<file path="config.mk">
export PLATFORM = sky130hd
export DESIGN_NAME = cbt_top
export DESIGN_NICKNAME = d
export VERILOG_FILES = /design/src/logic/cbt_pkg.sv /design/src/logic/cbt_sync.sv /design/src/logic/cbt_top.sv
export SDC_FILE = /design/constraint.sdc
export NUM_CORES = 1
export LEC_CHECK = 0
export BUFFER_PORTS_ARGS = -buffer_cell sky130_fd_sc_hd__buf_2
export CORE_ASPECT_RATIO = 0.7
export CORE_MARGIN = 1.5
export CORE_UTILIZATION = 53
export DETAILED_ROUTE_END_ITERATION = 7
export GPL_TIMING_DRIVEN = 0
export PLACE_DENSITY = 0.8
export SLEW_MARGIN = 20
export SYNTH_ARGS = -nofsm -noshare
export SYNTH_HDL_FRONTEND = slang
export SYNTH_HIERARCHICAL = 1
export SYNTH_SLANG_ARGS = --single-unit
export TNS_END_PERCENT = 20
</file>
<file path="constraint.sdc">
create_clock -name hclk -period 2.81 [get_ports hclk]
set_input_delay 0.4215 -clock hclk [delete_from_list [all_inputs] [get_ports hclk]]
set_output_delay 0.4215 -clock hclk [all_outputs]
set_load 0.02 [all_outputs]
</file>
<file path="src/logic/cbt_pkg.sv">
// Package of register offsets, field positions and timing constants for the bit-timing block.
package cbt_pkg;
   // ****************************************
   // Register byte addresses
   // ****************************************
   // The second timing register's offset is given as a word index; each register is one word of four bytes.
   localparam int IDX_BTR1 = 3;
   localparam logic [7:0] OFS_BTR0 = 8'h00;
   localparam logic [7:0] OFS_BTR1 = 8'(4 * IDX_BTR1);
   localparam logic [7:0] OFS_CTRL = 8'h08;
   localparam logic [7:0] OFS_STAT = 8'h10;
   localparam logic [7:0] OFS_IRQ_STAT = 8'h14;
   localparam logic [7:0] OFS_IRQ_EN = 8'h18;
   localparam logic [7:0] OFS_IRQ_CLR = 8'h1C;
   // ****************************************
   // Field positions
   // ****************************************
   localparam int BTR1_TRIPLE_SAMPLE_SEL = 7;
   localparam int CTRL_INIT_REQUEST = 0;
   localparam int CTRL_SLEEP_REQUEST = 1;
   localparam int CTRL_ENABLE = 2;
   localparam int CTRL_WAITSTOP = 3;
   localparam int STAT_INIT_ACKNOWLEDGE = 0;
   localparam int STAT_SLEEP_ACKNOWLEDGE = 1;
   localparam int IRQ_INIT = 0;
   localparam int IRQ_SLEEP = 1;
   localparam int IRQ_W = 2;
   // ****************************************
   // Reset values
   // ****************************************
   localparam logic [7:0] BTR0_RST = 8'h00;
   localparam logic [7:0] BTR1_RST = 8'h00;
   localparam logic [3:0] CTRL_RST = 4'h5;
   // ****************************************
   // Synchronisation depths (CAN side in CAN-domain enables, bus side in clock cycles)
   // ****************************************
   localparam int CAN_SYNC_STAGES = 3;
   localparam int BUS_SYNC_STAGES = 2;
   localparam int CLK_HZ = 10000000;
   localparam int CLK_PERIOD_NS = 1000000000 / CLK_HZ;
endpackage

</file>
<file path="src/logic/cbt_sync.sv">
// Shift-register synchroniser used to carry a level into a clock-enabled domain.
`timescale 1ns/1ps
module cbt_sync #(
   parameter int STAGES = 2
) (
   // Clock and reset
   input wire logic hclk,
   input wire logic hresetn,
   // Stage advance enable
   input wire logic adv,
   // Level in and out
   input wire logic din,
   output logic dout
);
   logic [STAGES-1:0] chain;

   // A single stage would let logic read a possibly metastable flop.
   if (STAGES < 2) begin : g_bad_stages
      $error("cbt_sync needs at least two stages");
   end

   always_ff @(posedge hclk or negedge hresetn) begin
      if (!hresetn) begin
         chain <= '0;
      end else if (adv) begin
         chain <= {chain[STAGES-2:0], din};
      end
   end

   assign dout = chain[STAGES-1];
endmodule

</file>
<file path="src/logic/cbt_top.sv">
// Bit timing, initialization handshake and low-power gating of a CAN controller.
`timescale 1ns/1ps
module cbt_top (
   // Clock and reset
   input wire logic hclk,
   input wire logic hresetn,
   // AHB-Lite slave
   input wire logic hsel,
   input wire logic [7:0] haddr,
   input wire logic [1:0] htrans,
   input wire logic hwrite,
   input wire logic [2:0] hsize,
   input wire logic [31:0] hwdata,
   input wire logic hready,
   output logic [31:0] hrdata,
   output logic hreadyout,
   output logic hresp,
   // CAN receive pin and recovered bit
   input wire logic can_rx,
   output logic rx_bit,
   output logic rx_bit_valid,
   // Power and clock gates, interrupt
   output logic can_clk_en,
   output logic reg_clk_en,
   input wire logic cpu_wait,
   output logic irq
);
   // ****************************************
   // Bus slave
   // ****************************************
   logic [7:0] btr0;
   logic [7:0] btr1;
   logic init_request;
   logic sleep_request;
   logic module_enable;
   logic wait_clock_stop;
   logic init_acknowledge;
   logic sleep_acknowledge;
   logic [1:0] irq_stat;
   logic [1:0] irq_en;
   logic ph_wr;
   logic ph_rd;
   logic [7:0] ph_addr;
   logic tq_tick;

   wire logic take = hsel && hready && htrans[1];
   wire logic init_mode = init_request && init_acknowledge;

   always_ff @(posedge hclk or negedge hresetn) begin
      if (!hresetn) begin
         ph_wr <= 1'b0;
         ph_rd <= 1'b0;
         ph_addr <= 8'h00;
      end else if (hready) begin
         ph_wr <= take && hwrite;
         ph_rd <= take && !hwrite;
         ph_addr <= haddr;
      end
   end

   assign hreadyout = 1'b1;
   assign hresp = 1'b0;

   always_ff @(posedge hclk or negedge hresetn) begin
      if (!hresetn) begin
         btr0 <= cbt_pkg::BTR0_RST;
         btr1 <= cbt_pkg::BTR1_RST;
      end else if (ph_wr && init_mode) begin
         if (ph_addr == cbt_pkg::OFS_BTR0) begin
            btr0 <= hwdata[7:0];
         end
         if (ph_addr == cbt_pkg::OFS_BTR1) begin
            btr1 <= hwdata[7:0];
         end
      end
   end

   always_ff @(posedge hclk or negedge hresetn) begin
      if (!hresetn) begin
         {wait_clock_stop, module_enable, sleep_request, init_request} <= cbt_pkg::CTRL_RST;
      end else if (ph_wr && ph_addr == cbt_pkg::OFS_CTRL) begin
         module_enable <= hwdata[cbt_pkg::CTRL_ENABLE];
         wait_clock_stop <= hwdata[cbt_pkg::CTRL_WAITSTOP];
         sleep_request <= hwdata[cbt_pkg::CTRL_SLEEP_REQUEST];
         // Clearing the request is ignored until the acknowledge is back.
         if (hwdata[cbt_pkg::CTRL_INIT_REQUEST] || init_mode) begin
            init_request <= hwdata[cbt_pkg::CTRL_INIT_REQUEST];
         end
      end
   end

   always_ff @(posedge hclk or negedge hresetn) begin
      if (!hresetn) begin
         hrdata <= 32'h00000000;
      end else begin
         hrdata <= 32'h00000000;
         if (take && !hwrite) begin
            unique case (haddr)
               cbt_pkg::OFS_BTR0: hrdata[7:0] <= btr0;
               cbt_pkg::OFS_BTR1: hrdata[7:0] <= btr1;
               cbt_pkg::OFS_CTRL: hrdata[3:0] <= {wait_clock_stop, module_enable,
                                                  sleep_request, init_request};
               cbt_pkg::OFS_STAT: hrdata[1:0] <= {sleep_acknowledge, init_acknowledge};
               cbt_pkg::OFS_IRQ_STAT: hrdata[1:0] <= irq_stat;
               cbt_pkg::OFS_IRQ_EN: hrdata[1:0] <= irq_en;
               default: hrdata <= 32'h00000000;
            endcase
         end
      end
   end

   // ****************************************
   // Clock gating
   // ****************************************
   // Sleep keeps register access alive; power-down (sleep plus wait stop while cpu_wait is high) halts all.
   wire logic low_power = module_enable && sleep_acknowledge;
   wire logic power_down = low_power && wait_clock_stop && cpu_wait;
   assign can_clk_en = module_enable && !low_power;
   assign reg_clk_en = module_enable && !power_down;

   // ****************************************
   // Prescaler
   // ****************************************
   logic [5:0] pre_cnt;

   always_ff @(posedge hclk or negedge hresetn) begin
      if (!hresetn) begin
         pre_cnt <= 6'h00;
         tq_tick <= 1'b0;
      end else if (!can_clk_en) begin
         pre_cnt <= 6'h00;
         tq_tick <= 1'b0;
      end else if (pre_cnt >= btr0[5:0]) begin
         pre_cnt <= 6'h00;
         tq_tick <= 1'b1;
      end else begin
         pre_cnt <= pre_cnt + 6'h01;
         tq_tick <= 1'b0;
      end
   end

   // ****************************************
   // Init handshake
   // ****************************************
   logic req_bus;
   logic req_can;
   logic ack_back;

   cbt_sync #(.STAGES(cbt_pkg::CAN_SYNC_STAGES)) u_to_can (
      .hclk(hclk),
      .hresetn(hresetn),
      .adv(tq_tick || !can_clk_en),
      .din(init_request),
      .dout(req_can)
   );

   cbt_sync #(.STAGES(cbt_pkg::BUS_SYNC_STAGES)) u_to_bus (
      .hclk(hclk),
      .hresetn(hresetn),
      .adv(1'b1),
      .din(req_can),
      .dout(req_bus)
   );

   always_ff @(posedge hclk or negedge hresetn) begin
      if (!hresetn) begin
         ack_back <= 1'b0;
      end else begin
         ack_back <= req_bus;
      end
   end
   assign init_acknowledge = ack_back && init_request;

   always_ff @(posedge hclk or negedge hresetn) begin
      if (!hresetn) begin
         sleep_acknowledge <= 1'b0;
      end else begin
         sleep_acknowledge <= module_enable && sleep_request;
      end
   end

   // ****************************************
   // Bit timing and sampling
   // ****************************************
   logic rx_m;
   logic rx_s;
   logic [4:0] tq_cnt;
   logic [2:0] smp;

   always_ff @(posedge hclk or negedge hresetn) begin
      if (!hresetn) begin
         rx_m <= 1'b1;
         rx_s <= 1'b1;
      end else begin
         rx_m <= can_rx;
         rx_s <= rx_m;
      end
   end

   wire logic [4:0] seg1_end = 5'd1 + {1'b0, btr1[3:0]};
   wire logic [4:0] bit_last = seg1_end + {2'b00, btr1[6:4]} + 5'd1;

   always_ff @(posedge hclk or negedge hresetn) begin
      if (!hresetn) begin
         tq_cnt <= 5'd0;
         smp <= 3'h7;
      end else if (init_mode) begin
         tq_cnt <= 5'd0;
      end else if (tq_tick) begin
         tq_cnt <= (tq_cnt == bit_last) ? 5'd0 : tq_cnt + 5'd1;
         smp <= {smp[1:0], rx_s};
      end
   end

   function automatic logic majority(input logic [2:0] s);
      majority = (s[0] & s[1]) | (s[1] & s[2]) | (s[0] & s[2]);
   endfunction

   always_ff @(posedge hclk or negedge hresetn) begin
      if (!hresetn) begin
         rx_bit <= 1'b1;
         rx_bit_valid <= 1'b0;
      end else begin
         rx_bit_valid <= 1'b0;
         if (tq_tick && !init_mode && tq_cnt == seg1_end) begin
            rx_bit_valid <= 1'b1;
            if (btr1[cbt_pkg::BTR1_TRIPLE_SAMPLE_SEL]) begin
               rx_bit <= majority({smp[1:0], rx_s});
            end else begin
               rx_bit <= rx_s;
            end
         end
      end
   end

   // ****************************************
   // Interrupts
   // ****************************************
   logic ack_d;
   logic slp_d;
   wire logic [1:0] ev = {sleep_acknowledge && !slp_d, init_acknowledge && !ack_d};

   always_ff @(posedge hclk or negedge hresetn) begin
      if (!hresetn) begin
         ack_d <= 1'b0;
         slp_d <= 1'b0;
         irq_stat <= 2'b00;
         irq_en <= 2'b00;
      end else begin
         ack_d <= init_acknowledge;
         slp_d <= sleep_acknowledge;
         if (ph_wr && ph_addr == cbt_pkg::OFS_IRQ_EN) begin
            irq_en <= hwdata[1:0];
         end
         if (ph_wr && ph_addr == cbt_pkg::OFS_IRQ_CLR) begin
            irq_stat <= (irq_stat & ~hwdata[1:0]) | ev;
         end else begin
            irq_stat <= irq_stat | ev;
         end
      end
   end
   assign irq = |(irq_stat & irq_en);

   // ****************************************
   // Checks
   // ****************************************
   AST_BTR_LOCK: assert property (@(posedge hclk) disable iff (!hresetn)
      !init_mode |=> $stable(btr1) || $past(init_mode))
      else $error("timing register changed outside init mode");
   AST_RQ_HOLD: assert property (@(posedge hclk) disable iff (!hresetn)
      (init_request && !init_acknowledge) |=> init_request)
      else $error("init request cleared before acknowledge");
   AST_ACK_CAUSE: assert property (@(posedge hclk) disable iff (!hresetn)
      init_acknowledge |-> req_bus || $past(req_bus))
      else $error("acknowledge without synchronised request");
   AST_ACK_DELAY: assert property (@(posedge hclk) disable iff (!hresetn)
      $rose(init_request) |-> !init_acknowledge [*4])
      else $error("acknowledge too early");
   AST_OFF: assert property (@(posedge hclk) disable iff (!hresetn)
      !module_enable |-> !can_clk_en && !reg_clk_en)
      else $error("clocks running while disabled");
   AST_SLEEP: assert property (@(posedge hclk) disable iff (!hresetn)
      (low_power && !power_down) |-> !can_clk_en && reg_clk_en)
      else $error("sleep gating wrong");
   AST_PDOWN: assert property (@(posedge hclk) disable iff (!hresetn)
      power_down |-> !reg_clk_en)
      else $error("power down left a clock running");
   AST_SAMPLE: assert property (@(posedge hclk) disable iff (!hresetn)
      (tq_tick && !init_mode && tq_cnt == seg1_end && !btr1[cbt_pkg::BTR1_TRIPLE_SAMPLE_SEL])
      |=> rx_bit == $past(rx_s))
      else $error("single sample mismatch");
   AST_PRESC: assert property (@(posedge hclk) disable iff (!hresetn)
      (tq_tick && btr0[5:0] == 6'h01 && can_clk_en) |=> !tq_tick)
      else $error("prescaler ratio wrong");
endmodule

</file>
==> impl_metrics.toml <==
[layout]
fin_area_um2 = 4040
finalNetCount = 453
antenna_cells = 0
nFillCells = 511
layout-drive-gt1-share_pct = 29.3
area_growth_pct = 17.1

[logic_synthesis]
syn_area_um2 = 3450
yosys.area.top_type_share_pct = 44.3
synth.area.top_cells = "dfrtp_1, mux2_2, buf_4"
synth_async_sr_flop_share_pct = 100
synth.avg_cell_area_um2 = 10.9
synth_top_cell_by_area = "dfrtp_1"
yosys-top-cells-count = "dfrtp_1, mux2_2, buf_4"
yosys_warnings = 6
ys_seq_area_share_pct = 49.6
synth_enable_flop_cells = 0
synth-main-ff-cell = "dfrtp_1"
synth-seq-cells = 68
postSynthCellCount = 315
synth_cell_types = 43
yosysMostFrequentCell = "dfrtp_1"

[worst_setup_path]
cp_max_fo = 6
required_ns = 3.02
worstSetupPathDepth = 8
max_stage_delay_ns = 0.46
startpoint = "btr1[0]"
cp-end-kind = "flip-flop"
worst-path-buf-inv = 2
critical_path.top_delay_family = "adder cells"
r2r_start = "btr1[0]"
r2r_cells = 8
critPathKind = "reg -> reg"
cp.arrival_ns = 2.81
start_kind = "flip-flop"
cpMostUsedCell = "inv_1"
path_cells = "ha_1 > inv_1 > fa_1 > inv_1 > a21oi_1 > or3_1 > a221oi_2 > a211oi_1"
cp_slowest_cell = "dfrtp_1"

[pwr]
clockPowerShare_pct = 35.7
switching_share_pct = 26.1
internal-power_w = 0.00167
p_comb_share_pct = 14.4
leakagePower_nw = 2.07
ir_drop_uv = 392
powerDensity_nw_per_um2 = 558
total_power_w = 0.00225
pwr-share-seq_pct = 50.0
p_sw_w = 0.000588

[route]
wl_met2_um = 3040
first_pass_iters = 4
wl_per_cell_um = 14.6
drtIter0Drc = 99
wl_met1_um = 3300
top_layer = "met4"
ant_nets = 0
totalWireLength_um = 6880
wl_met3_um = 490
drc_errors = 0
vias = 2409
avgViaCountPerCell = 5.11

[min_path]
hold_path.class = "in -> async"

[timing]
worst_pin_slew_ns = 0.514
fin_tns_setup_ns = 0
fin_worst_skew_ns = 0.00835
relSlewSlack_pct = 65.7
hold_viol = 0
grt_setup_unrepaired = "no"
finalSetupViolations = 0
slew_viol_final = 0
period_share_pct = 92.7
fin_crit_ns = 2.61
fmax_mhz = 384

[clock_tree]
clk_pin_slew_ns = 0.07
cts_max_level = 3
cts_setup_buffers = 0
post_cts_resized = 0
numCtsBuffers = 9
cts_tree = "built"
clockBufferDepth = 2
ctsHoldBuffers = 0
clk_latency_ns = 0.35
cts_root_buffer = "clkbuf_8"
cts.sinks = 68

[die]
die_height_um = 70.5
initial_core_util_pct = 55.2
die_w_um = 99.4
ios = 91
rows = 24
coreArea_um2 = 6250
die_area_um2 = 7000

[grt]
overflow = 0
grt_max_degree = 37
grt_use_total_pct = 22.1
grt_pass1_wl_um = 11600
antenna_found_initial = 0
grt_pass1_vias = 2344

[run]
max_cap_viol_count = 0

[place]
routabilityCongestion = 0.883
port_buffers = 35
dpl.hpwl_um = 5220
placed_cell_area_um2 = 3840

[status]
run_status = "complete, no violations"
## layer usage
| layer | global-route usage [%] | up-vias |
|---|---|---|
| met1 | 31.7 | 1139 |
| met5 | 0 | - |
| li1 | - | 1183 |
| met4 | 4.69 | 0 |
| met2 | 32.2 | 81 |
| met3 | 7.91 | 6 |
## per-stage QoR
step	setup WS [ns]	std cells	util, %	hold slack, ns
after global placement	0.258	454	61.1	0.347
after CTS	0.220	471	64.6	0.0164
after global routing	0.0232	471	64.6	0.0394
after floorplan	0.489	341	-	0.126
after detailed placement	0.242	455	61.5	0.349
final	0.204	471	64.6	0.0171
## cells in the final DEF, fill, tap and decap left out, drive strengths merged, types with 3 or more instances in the layout
cell	count
xnor2	7
a21o	3
nand3b	4
nor2	15
a22oi	3
dfrtp	61
nand4	4
ha	12
xor2	9
dfstp	7
nand2b	3
o21ai	19
mux2	32
inv	16
nand2	18
nor4	3
conb	28
or3	3
nor2b	5
nand3	15
buf	63
and3	6
a211oi	4
clkbuf	21
a21oi	11
## registers in the layout, indices dropped and copies added (netlist names), 2 cells and up
register and cells:
btr0 8, btr1 8, hrdata 8, ph_addr 8, pre_cnt 6, tq_cnt 5, u_to_can/chain 3, irq_en 2
irq_stat 2, smp 2, u_to_bus/chain 2
## cell families (layout without fill, tap and decap cells)
| kind of cell | count (synthesis) | count (layout) | synth area share (%) |
|---|---|---|---|
| simple gates | 82 | 82 | 12.6 |
| flops | 68 | 68 | 49.6 |
| buf+inv | 51 | 103 | 8.75 |
| compound gates | 49 | 49 | 8.79 |
| mux | 34 | 34 | 11.0 |
| xor+xnor | 16 | 16 | 4.07 |
| fa+ha+maj | 13 | 13 | 4.94 |
| other cells | 2 | 28 | 0.218 |
## final cells by class
cell class	instances	area (um2)	share of cell area [%]
buffer	35	241	5.98
inverter	16	60.1	1.49
multi-input combinational	222	1530	37.9
sequential	68	1710	42.4
timing repair buffer	36	198	4.90
clock inverter	2	35.0	0.868
tap	78	97.6	2.42
clock buffer	14	163	4.03
## path summary, 6_finish.rpt
path	endpoint	slack, ns
max	tq_cnt[3]	0.20
min	tq_cnt[1]	0.02
max reg2reg	tq_cnt[3]	0.20
min reg2reg	rx_s	0.36
max in group asynchronous	smp[1]	2.20
min in group hclk	rx_m	0.18
## power groups by stage
stage	Sequential, W	Combinational, W	Clock, W
after floorplan	0.00112	0.000242	0
after global placement	0.00114	0.000310	0
after detailed placement	0.00114	0.000322	0
after CTS	0.00113	0.000325	0.000821
after global routing	0.00114	0.000369	0.000874
final	0.00113	0.000324	0.000804
No activity file was read; power rests on OpenSTA's default activity.
